<file path="src/verilog/tcl_params.svh">
// Constants for the two-colour indicator pattern block: register offsets,
// field positions, reset values and millisecond timing.
// Assumes a 250 MHz aclk; all counts are derived from the printed times.
`ifndef TCL_PARAMS_SVH
`define TCL_PARAMS_SVH

`define TCL_CLK_HZ 250000000
`define TCL_MS_CYCLES (`TCL_CLK_HZ / 1000)

// Pattern times in milliseconds
`define TCL_BLINK_ON_MS 500
`define TCL_BLINK_OFF_MS 500
`define TCL_FLASH_PERIOD_MS 500
`define TCL_FLASH_ON_MS 31
`define TCL_FLICK_ON_MS 94
`define TCL_FLICK_OFF_MS 31

// Register byte offsets
`define TCL_REG_CTRL 12'h000
`define TCL_REG_CMD 12'h004
`define TCL_REG_STATUS 12'h008
`define TCL_REG_LED 12'h00c

// CTRL fields
`define TCL_CTRL_ENABLE 0
`define TCL_CTRL_SCRIPT 1
`define TCL_CTRL_RESET 32'h0000_0000

// CMD fields: opcode [2:0], red count [15:8], green count [23:16]
`define TCL_CMD_OP_LSB 0
`define TCL_CMD_RED_LSB 8
`define TCL_CMD_GRN_LSB 16
`define TCL_CMD_ON_RED 8
`define TCL_CMD_ON_GRN 16

// STATUS fields
`define TCL_STAT_ERR 0
`define TCL_STAT_RED 1
`define TCL_STAT_GRN 2

`endif

</file>
<file path="src/verilog/tcl_pkg.sv">
// Types shared by the indicator pattern block and its per-colour engine.
package tcl_pkg;
  typedef enum logic [2:0]
  {
    TCL_OP_NONE = 3'h0,
    TCL_OP_ON = 3'h1,
    TCL_OP_OFF = 3'h2,
    TCL_OP_BLINK = 3'h3,
    TCL_OP_FLASH = 3'h4,
    TCL_OP_FLICK = 3'h5
  } tcl_op_t;

  typedef enum logic [3:0]
  {
    TCL_ST_DARK = 4'b0001,
    TCL_ST_STEADY = 4'b0010,
    TCL_ST_LIT = 4'b0100,
    TCL_ST_GAP = 4'b1000
  } tcl_state_t;

  // One command to a single colour engine
  typedef struct packed
  {
    logic valid;
    tcl_op_t op;
    logic [7:0] count;
  } tcl_cmd_t;
endpackage

</file>
<file path="src/verilog/tcl_led.sv">
// Two-colour indicator pattern generator with an AXI4-Lite register slave.
// Assumes one 250 MHz clock, synchronous active-low reset, one master.
// Notes on behaviour
// RL1: internal firmware mode or script command mode
// RL2: deactivated indicator ignores all commands
// RL3: on lights flagged colours, others unchanged
// RL4: red and green may light together
// RL5: off darkens flagged colours, others unchanged
// RL6: blink is 500 ms lit, 500 ms dark
// RL7: count -1 dark, 0 forever, n times
// RL8: brief flash pulse every 500 ms
// RL9: positive flash count gives exactly n pulses
// RL10: flicker is 94 ms lit, 31 ms dark
// RL11: flicker count zero runs until off
// RL12: green and red counts are independent
// RL13: bad parameters rejected, error, state kept
// RL14: brief flash lit time fixed 31 ms
//
// Implementation choices: the AXI4-Lite register port and the register addresses.
`timescale 1ns/100ps
`include "tcl_params.svh"
module tcl_led
  import tcl_pkg::*;
#(
  parameter int MS_CYCLES = `TCL_MS_CYCLES
)
(
  input wire logic aclk,
  input wire logic aresetn,
  input wire logic [11:0] s_axi_awaddr,
  input wire logic s_axi_awvalid,
  output logic s_axi_awready,
  input wire logic [31:0] s_axi_wdata,
  input wire logic [3:0] s_axi_wstrb,
  input wire logic s_axi_wvalid,
  output logic s_axi_wready,
  output logic [1:0] s_axi_bresp,
  output logic s_axi_bvalid,
  input wire logic s_axi_bready,
  input wire logic [11:0] s_axi_araddr,
  input wire logic s_axi_arvalid,
  output logic s_axi_arready,
  output logic [31:0] s_axi_rdata,
  output logic [1:0] s_axi_rresp,
  output logic s_axi_rvalid,
  input wire logic s_axi_rready,
  input wire logic fw_red,
  input wire logic fw_green,
  output logic led_red,
  output logic led_green
);
  // Write channel capture
  logic aw_ff, nxt_aw;
  logic w_ff, nxt_w;
  logic [11:0] awaddr_ff, nxt_awaddr;
  logic [31:0] wdata_ff, nxt_wdata;
  logic [3:0] wstrb_ff, nxt_wstrb;
  logic bvalid_ff, nxt_bvalid;
  logic [1:0] bresp_ff, nxt_bresp;
  logic rvalid_ff, nxt_rvalid;
  logic [31:0] rdata_ff, nxt_rdata;
  logic [1:0] rresp_ff, nxt_rresp;
  logic [1:0] ctrl_ff, nxt_ctrl;
  logic err_ff, nxt_err;
  logic [31:0] tick_ff, nxt_tick;
  logic ms_tick;
  tcl_cmd_t red_cmd, grn_cmd;
  logic red_pat, grn_pat;
  logic wr_go;
  logic [31:0] cmd_word;
  tcl_op_t op;
  logic [7:0] red_cnt, grn_cnt;
  logic cmd_ok;
  logic is_count_op;

  assign s_axi_awready = !aw_ff && !bvalid_ff;
  assign s_axi_wready = !w_ff && !bvalid_ff;
  assign s_axi_arready = !rvalid_ff;
  assign s_axi_bvalid = bvalid_ff;
  assign s_axi_bresp = bresp_ff;
  assign s_axi_rvalid = rvalid_ff;
  assign s_axi_rdata = rdata_ff;
  assign s_axi_rresp = rresp_ff;
  assign wr_go = aw_ff && w_ff && !bvalid_ff;

  // Command decode; counts are signed bytes, below -1 is illegal
  always_comb
  begin
    cmd_word = wdata_ff;
    op = tcl_op_t'(cmd_word[`TCL_CMD_OP_LSB +: 3]);
    red_cnt = cmd_word[`TCL_CMD_RED_LSB +: 8];
    grn_cnt = cmd_word[`TCL_CMD_GRN_LSB +: 8];
    is_count_op = (op == TCL_OP_BLINK) || (op == TCL_OP_FLASH) || (op == TCL_OP_FLICK);
    cmd_ok = (op == TCL_OP_ON) || (op == TCL_OP_OFF) || is_count_op;
    if (!is_count_op && (cmd_word[31:3] & ~29'h0000_2020) != 29'h0)
      cmd_ok = 1'b0; // [RL13]
    if (is_count_op && (cmd_word[31:24] != 8'h00 || cmd_word[7:3] != 5'h00))
      cmd_ok = 1'b0; // [RL13]
    if (is_count_op && ((red_cnt[7] && red_cnt != 8'hff) || (grn_cnt[7] && grn_cnt != 8'hff)))
      cmd_ok = 1'b0; // [RL13]
  end

  // Bus slave and register next values
  always_comb
  begin
    nxt_aw = aw_ff;
    nxt_w = w_ff;
    nxt_awaddr = awaddr_ff;
    nxt_wdata = wdata_ff;
    nxt_wstrb = wstrb_ff;
    nxt_bvalid = bvalid_ff;
    nxt_bresp = bresp_ff;
    nxt_rvalid = rvalid_ff;
    nxt_rdata = rdata_ff;
    nxt_rresp = rresp_ff;
    nxt_ctrl = ctrl_ff;
    nxt_err = err_ff;
    red_cmd = '0;
    grn_cmd = '0;
    if (s_axi_awvalid && s_axi_awready)
    begin
      nxt_aw = 1'b1;
      nxt_awaddr = s_axi_awaddr;
    end
    if (s_axi_wvalid && s_axi_wready)
    begin
      nxt_w = 1'b1;
      nxt_wdata = s_axi_wdata;
      nxt_wstrb = s_axi_wstrb;
    end
    if (wr_go)
    begin
      nxt_aw = 1'b0;
      nxt_w = 1'b0;
      nxt_bvalid = 1'b1;
      nxt_bresp = 2'b00;
      if (awaddr_ff[11:2] == `TCL_REG_CTRL >> 2)
      begin
        if (wstrb_ff[0])
          nxt_ctrl = wdata_ff[1:0]; // [RL1]
      end
      else if (awaddr_ff[11:2] == `TCL_REG_CMD >> 2)
      begin
        // Commands need all lanes; partial writes are refused
        if (!ctrl_ff[`TCL_CTRL_ENABLE] || !ctrl_ff[`TCL_CTRL_SCRIPT])
          nxt_bresp = 2'b00; // [RL2]
        else if (!cmd_ok || wstrb_ff != 4'hf)
        begin
          nxt_err = 1'b1; // [RL13]
          nxt_bresp = 2'b10; // [RL13]
        end
        else
        begin
          nxt_err = 1'b0;
          // Each colour gets its own command and count
          red_cmd.op = op;
          grn_cmd.op = op;
          red_cmd.count = red_cnt; // [RL12]
          grn_cmd.count = grn_cnt; // [RL12]
          red_cmd.valid = is_count_op || cmd_word[`TCL_CMD_ON_RED]; // [RL3] [RL5]
          grn_cmd.valid = is_count_op || cmd_word[`TCL_CMD_ON_GRN]; // [RL3] [RL5]
        end
      end
      else if (awaddr_ff[11:2] != `TCL_REG_STATUS >> 2 && awaddr_ff[11:2] != `TCL_REG_LED >> 2)
        nxt_bresp = 2'b11;
    end
    if (bvalid_ff && s_axi_bready)
      nxt_bvalid = 1'b0;
    if (s_axi_arvalid && s_axi_arready)
    begin
      nxt_rvalid = 1'b1;
      nxt_rresp = 2'b00;
      nxt_rdata = 32'h0000_0000;
      if (s_axi_araddr[11:2] == `TCL_REG_CTRL >> 2)
        nxt_rdata = {30'h0, ctrl_ff};
      else if (s_axi_araddr[11:2] == `TCL_REG_CMD >> 2)
        nxt_rdata = 32'h0000_0000;
      else if (s_axi_araddr[11:2] == `TCL_REG_STATUS >> 2)
        nxt_rdata = {29'h0, led_green, led_red, err_ff};
      else if (s_axi_araddr[11:2] == `TCL_REG_LED >> 2)
        nxt_rdata = {30'h0, grn_pat, red_pat};
      else
        nxt_rresp = 2'b11;
    end
    else if (rvalid_ff && s_axi_rready)
      nxt_rvalid = 1'b0;
  end

  // Millisecond divider
  always_comb
  begin
    nxt_tick = (tick_ff >= 32'(MS_CYCLES - 1)) ? 32'h0 : tick_ff + 32'h1;
  end
  assign ms_tick = (tick_ff >= 32'(MS_CYCLES - 1));

  always_ff @(posedge aclk)
  begin
    if (!aresetn)
    begin
      aw_ff <= 1'b0;
      w_ff <= 1'b0;
      awaddr_ff <= 12'h000;
      wdata_ff <= 32'h0;
      wstrb_ff <= 4'h0;
      bvalid_ff <= 1'b0;
      bresp_ff <= 2'b00;
      rvalid_ff <= 1'b0;
      rdata_ff <= 32'h0;
      rresp_ff <= 2'b00;
      ctrl_ff <= 2'(`TCL_CTRL_RESET);
      err_ff <= 1'b0;
      tick_ff <= 32'h0;
    end
    else
    begin
      aw_ff <= nxt_aw;
      w_ff <= nxt_w;
      awaddr_ff <= nxt_awaddr;
      wdata_ff <= nxt_wdata;
      wstrb_ff <= nxt_wstrb;
      bvalid_ff <= nxt_bvalid;
      bresp_ff <= nxt_bresp;
      rvalid_ff <= nxt_rvalid;
      rdata_ff <= nxt_rdata;
      rresp_ff <= nxt_rresp;
      ctrl_ff <= nxt_ctrl;
      err_ff <= nxt_err;
      tick_ff <= nxt_tick;
    end
  end

  // Per-colour engines run independently
  tcl_colour u_red
  (
    .aclk(aclk),
    .aresetn(aresetn),
    .ms_tick(ms_tick),
    .cmd(red_cmd),
    .led(red_pat)
  );
  tcl_colour u_grn
  (
    .aclk(aclk),
    .aresetn(aresetn),
    .ms_tick(ms_tick),
    .cmd(grn_cmd),
    .led(grn_pat)
  );

  // Output select; both may be lit for orange, off while deactivated
  always_ff @(posedge aclk)
  begin
    if (!aresetn)
    begin
      led_red <= 1'b0;
      led_green <= 1'b0;
    end
    else if (!ctrl_ff[`TCL_CTRL_ENABLE])
    begin
      led_red <= 1'b0; // [RL2]
      led_green <= 1'b0; // [RL2]
    end
    else
    begin
      led_red <= ctrl_ff[`TCL_CTRL_SCRIPT] ? red_pat : fw_red; // [RL1] [RL4]
      led_green <= ctrl_ff[`TCL_CTRL_SCRIPT] ? grn_pat : fw_green; // [RL1] [RL4]
    end
  end
endmodule // tcl_led

</file>
<file path="src/verilog/tcl_colour.sv">
// One colour engine: steady on/off, blink, brief flash and flicker.
// Assumes a one-cycle millisecond tick and commands already checked.
`timescale 1ns/100ps
`include "tcl_params.svh"
module tcl_colour
  import tcl_pkg::*;
(
  input wire logic aclk,
  input wire logic aresetn,
  input wire logic ms_tick,
  input tcl_cmd_t cmd,
  output logic led
);
  tcl_state_t state_ff, nxt_state;
  tcl_op_t mode_ff, nxt_mode;
  logic [9:0] ms_ff, nxt_ms;
  logic [7:0] left_ff, nxt_left;
  logic forever_ff, nxt_forever;

  // Lit and dark lengths for the running pattern
  logic [9:0] on_ms, off_ms;
  always_comb
  begin
    on_ms = 10'(`TCL_BLINK_ON_MS);
    off_ms = 10'(`TCL_BLINK_OFF_MS);
    if (mode_ff == TCL_OP_FLASH)
    begin
      on_ms = 10'(`TCL_FLASH_ON_MS); // [RL14]
      off_ms = 10'(`TCL_FLASH_PERIOD_MS - `TCL_FLASH_ON_MS); // [RL8]
    end
    else if (mode_ff == TCL_OP_FLICK)
    begin
      on_ms = 10'(`TCL_FLICK_ON_MS); // [RL10]
      off_ms = 10'(`TCL_FLICK_OFF_MS); // [RL10]
    end
  end

  // Next state; a new pattern command restarts from its lit phase unless its count is -1, which goes dark
  always_comb
  begin
    nxt_state = state_ff;
    nxt_mode = mode_ff;
    nxt_ms = ms_ff;
    nxt_left = left_ff;
    nxt_forever = forever_ff;
    if (cmd.valid)
    begin
      nxt_ms = 10'h000;
      nxt_mode = cmd.op;
      case (cmd.op)
        TCL_OP_ON: nxt_state = TCL_ST_STEADY; // [RL3]
        TCL_OP_OFF: nxt_state = TCL_ST_DARK; // [RL5]
        default:
        begin
          nxt_forever = (cmd.count == 8'h00); // [RL7] [RL11]
          nxt_left = cmd.count;
          nxt_state = (cmd.count == 8'hff) ? TCL_ST_DARK : TCL_ST_LIT; // [RL7] [RL12]
        end
      endcase
    end
    else if (ms_tick)
    begin
      case (state_ff)
        TCL_ST_LIT:
        begin
          nxt_ms = ms_ff + 10'h001;
          if (ms_ff + 10'h001 >= on_ms)
          begin
            nxt_ms = 10'h000;
            nxt_state = TCL_ST_GAP; // [RL6]
          end
        end
        TCL_ST_GAP:
        begin
          nxt_ms = ms_ff + 10'h001;
          if (ms_ff + 10'h001 >= off_ms)
          begin
            nxt_ms = 10'h000;
            if (forever_ff)
              nxt_state = TCL_ST_LIT;
            else if (left_ff > 8'h01)
            begin
              nxt_left = left_ff - 8'h01;
              nxt_state = TCL_ST_LIT;
            end
            else
              nxt_state = TCL_ST_DARK; // [RL9]
          end
        end
        default: nxt_state = state_ff;
      endcase
    end
  end

  // Registers
  always_ff @(posedge aclk)
  begin
    if (!aresetn)
    begin
      state_ff <= TCL_ST_DARK;
      mode_ff <= TCL_OP_NONE;
      ms_ff <= 10'h000;
      left_ff <= 8'h00;
      forever_ff <= 1'b0;
      led <= 1'b0;
    end
    else
    begin
      state_ff <= nxt_state;
      mode_ff <= nxt_mode;
      ms_ff <= nxt_ms;
      left_ff <= nxt_left;
      forever_ff <= nxt_forever;
      led <= (nxt_state == TCL_ST_STEADY) || (nxt_state == TCL_ST_LIT);
    end
  end
endmodule // tcl_colour

</file>
<file path="config.mk">
export PLATFORM = sky130hd
export DESIGN_NAME = tcl_led
export DESIGN_NICKNAME = d
export VERILOG_FILES = /design/src/verilog/tcl_pkg.sv /design/src/verilog/tcl_led.sv /design/src/verilog/tcl_colour.sv
export VERILOG_INCLUDE_DIRS = /design/src /design/src/verilog
export SDC_FILE = /design/constraint.sdc
export NUM_CORES = 1
export LEC_CHECK = 0
export BUFFER_PORTS_ARGS = -buffer_cell sky130_fd_sc_hd__buf_2
export CAP_MARGIN = 20
export CORE_MARGIN = 1
export CORE_UTILIZATION = 62
export DETAILED_ROUTE_END_ITERATION = 10
export GPL_TIMING_DRIVEN = 0
export PLACE_DENSITY_LB_ADDON = 0.25
export SLEW_MARGIN = 10
export SYNTH_ARGS = -nofsm -noshare
export SYNTH_HDL_FRONTEND = slang
export SYNTH_SLANG_ARGS = --single-unit
export TNS_END_PERCENT = 20
</file>
<file path="constraint.sdc">
create_clock -name aclk -period 5 [get_ports aclk]
set_input_delay 0.5 -clock aclk [delete_from_list [all_inputs] [get_ports aclk]]
set_output_delay 0.5 -clock aclk [all_outputs]
set_load 0.02 [all_outputs]
</file>
==> impl_metrics.yaml <==
status:
  status: "finished clean"
cts:
  cts_buffers: 17
  post_cts_resized: 0
  clock_path_buffers: 2
  hold_buffers: 0
  clock-sinks: 147
  htree_levels: 4
  clk_transition_reported_paths_ps: 60
  clockRootBuffer: "clkbuf_16"
  cts_tree: "done"
  cts_setup_buffers: 0
  insertion_delay_ps: 430
power_and_ir_drop:
  total_power_mw: 2.69
  p_leak_nw: 3.73
  p_per_area_nw_per_um2: 301
  vdd_drop_max_mv: 0.322
cells_and_area:
  synthToLayoutAreaGrowth_pct: 17.2
  finalNonFillerCells: 1234
  fillerInstances: 925
  final_common_cell: "nand2_1"
  multi_input_area_um2: 4400
  register_area_um2: 2940
  diodes: 0
  utilization_pct: 74.6
  final_area_um2: 8950
  most-common-layout-cells: "nand2_1 (168), dfxtp_1 (147), nor2_1 (93)"
  nets: 1176
  drive_gt1_share_pct: 15.7
sta:
  setup_viol: 0
  relSlewSlack_pct: 49.1
  holdWs_ps: 310
  setup_slack_ps: 1370
  fmax_mhz: 275
  rsz0062_at_grt: "false"
  min_period_over_period_pct: 72.7
  finalCriticalPeriod_ps: 3630
  skew_ps: 7.30
  finalMaxSlewViolations: 0
  tns_ps: 0
  worst-slew-pin-transition_ps: 763
  hold_viol_final: 0
yosys:
  yosys_most_used_dff: "dfxtp_1"
  synth-edff-count: 0
  yosysTopAreaCell: "dfxtp_1"
  synth.avg_cell_area_um2: 8.16
  synthCells: 936
  netlist_top_cells_area: "dfxtp_1 (39%), nand2_1 (8.3%), a21boi_0 (5.4%)"
  synthArstFlopShare_pct: 0
  yosysSeqAreaShare_pct: 38.5
  syn_area_um2: 7640
  synth.ff_latch_count: 147
  ys.warnings.count: 0
  synth_top_area_share_pct: 38.5
  synth_cell_types: 70
critical_path:
  worstPathRequired_ps: 5360
  cp_max_fo: 8
  path_class: "flop to flop"
  crit_path_start_kind: "flop"
  arrival_ps: 3990
  cp-end-kind: "flop"
routing:
  via_count: 6917
  via_per_inst: 5.61
  drc: 0
  drt_iter0_markers: 488
  drt-pass1-iter-count: 7
  wire_per_inst_um: 14.1
  wirelength_mm: 17.4
  drtAntennaViolNets: 0
worst_hold_path:
  hp-class: "input port to flop"
floorplanning:
  io_pins: 112
  start_util_pct: 63.6
  core_area_um2: 12000
  fp.dieArea_um2: 12800
  die_h_um: 113
  die_x_um: 113
  row_count: 40
placement:
  dpl.cell_count: 1202
  io_buffer_count: 77
  dp_hpwl_mm: 12.5
  pre_cts_slack_ps: 1420
  place_area_um2: 8370
  routabilityCongestion: 0.875
global_route:
  gr-total-overflow: 0
  antenna_found_initial: 0
  grt_pass1_vias: 6277
  grt_start_max_net_pins: 17
  globalRouteTotalUtil_pct: 28.4
  grt_pass1_wl_mm: 29.0
run:
  maxCapViolCount: 0
-- registers in the layout, summed over array words and instances, names as in the netlist, 2 cells and up --
signal          count
awaddr_ff          10
cmd_word           32
ctrl_ff             2
s_axi_bresp         2
s_axi_rdata         3
tick_ff            32
u_grn.left_ff       8
u_grn.mode_ff       3
u_grn.ms_ff        10
u_grn.state_ff      4
u_red.left_ff       8
u_red.mode_ff       3
u_red.ms_ff        10
u_red.state_ff      4
wstrb_ff            4
-- synth_stat cells, drive strengths merged (13+ instances only) --
master / number
a21boi: 60
a21oi: 48
and2: 13
buf: 44
clkbuf: 23
dfxtp: 147
ha: 33
inv: 15
nand2: 168
nand3: 22
nand4: 13
nor2: 95
nor2b: 17
nor3: 21
nor4: 18
o21ai: 39
xor2: 18
-- final cells by class --
class                           instances  area share [%]
Buffer                                 67            4.50
Clock buffer                           20            5.21
Multi-Input combinational cell        749            49.1
Clock inverter                         12            1.34
Sequential cell                       147            32.9
Timing Repair Buffer                   77            4.30
Inverter                               15           0.629
Tap cell                              147            2.05
-- worst max-delay path: stages, from the launching register on --
cell,delay [ps]
dfxtp_1,490
ha_1,300
nand3_1,140
nor2_1,300
xor2_1,290
ha_1,300
a21o_1,160
a21o_1,170
a21oi_1,140
o311a_1,350
mux2i_1,300
nor2_2,350
nand3b_1,140
a21oi_1,140
-- final timing paths --
path / from / endpoint / slack [ps] / cells after the start
setup reg to reg: u_grn.ms_ff[0] / u_grn.ms_ff[5] / 1370 / 13
setup / recovery: u_grn.ms_ff[0] / u_grn.ms_ff[5] / 1370 / 13
hold reg to reg: u_grn.left_ff[7] / u_grn.left_ff[7] / 450 / 2
hold / removal: fw_green / led_green / 310 / 3
-- where the power goes --
part / internal, mW / switching [mW] / total, mW
Combinational: 0.0855 / 0.134 / 0.219
Sequential: 1.21 / 0.0268 / 1.24
Clock: 0.731 / 0.510 / 1.24
Total: 2.02 / 0.670 / 2.69
-- per-layer routing --
| layer | global-route usage (%) | wire (µm) | share of wire (%) | vias up |
|---|---|---|---|---|
| met5 | 0 | 0 | 0 | - |
| met4 | 11.0 | 376 | 2.2 | 0 |
| met3 | 5.62 | 1060 | 6.1 | 35 |
| met2 | 46.5 | 8020 | 46 | 245 |
| met1 | 37.2 | 7940 | 46 | 3151 |
| li1 | - | - | - | 3486 |
-- kinds of logic after synthesis --
family,synth area share (%)
simple gates,26.7
compound gates,18.7
flops,38.5
buf+inv,6.01
fa+ha+maj,5.40
xor+xnor,3.21
mux,1.33
other cells,0.0491
Note: power is estimated with default switching activity, not from simulation.
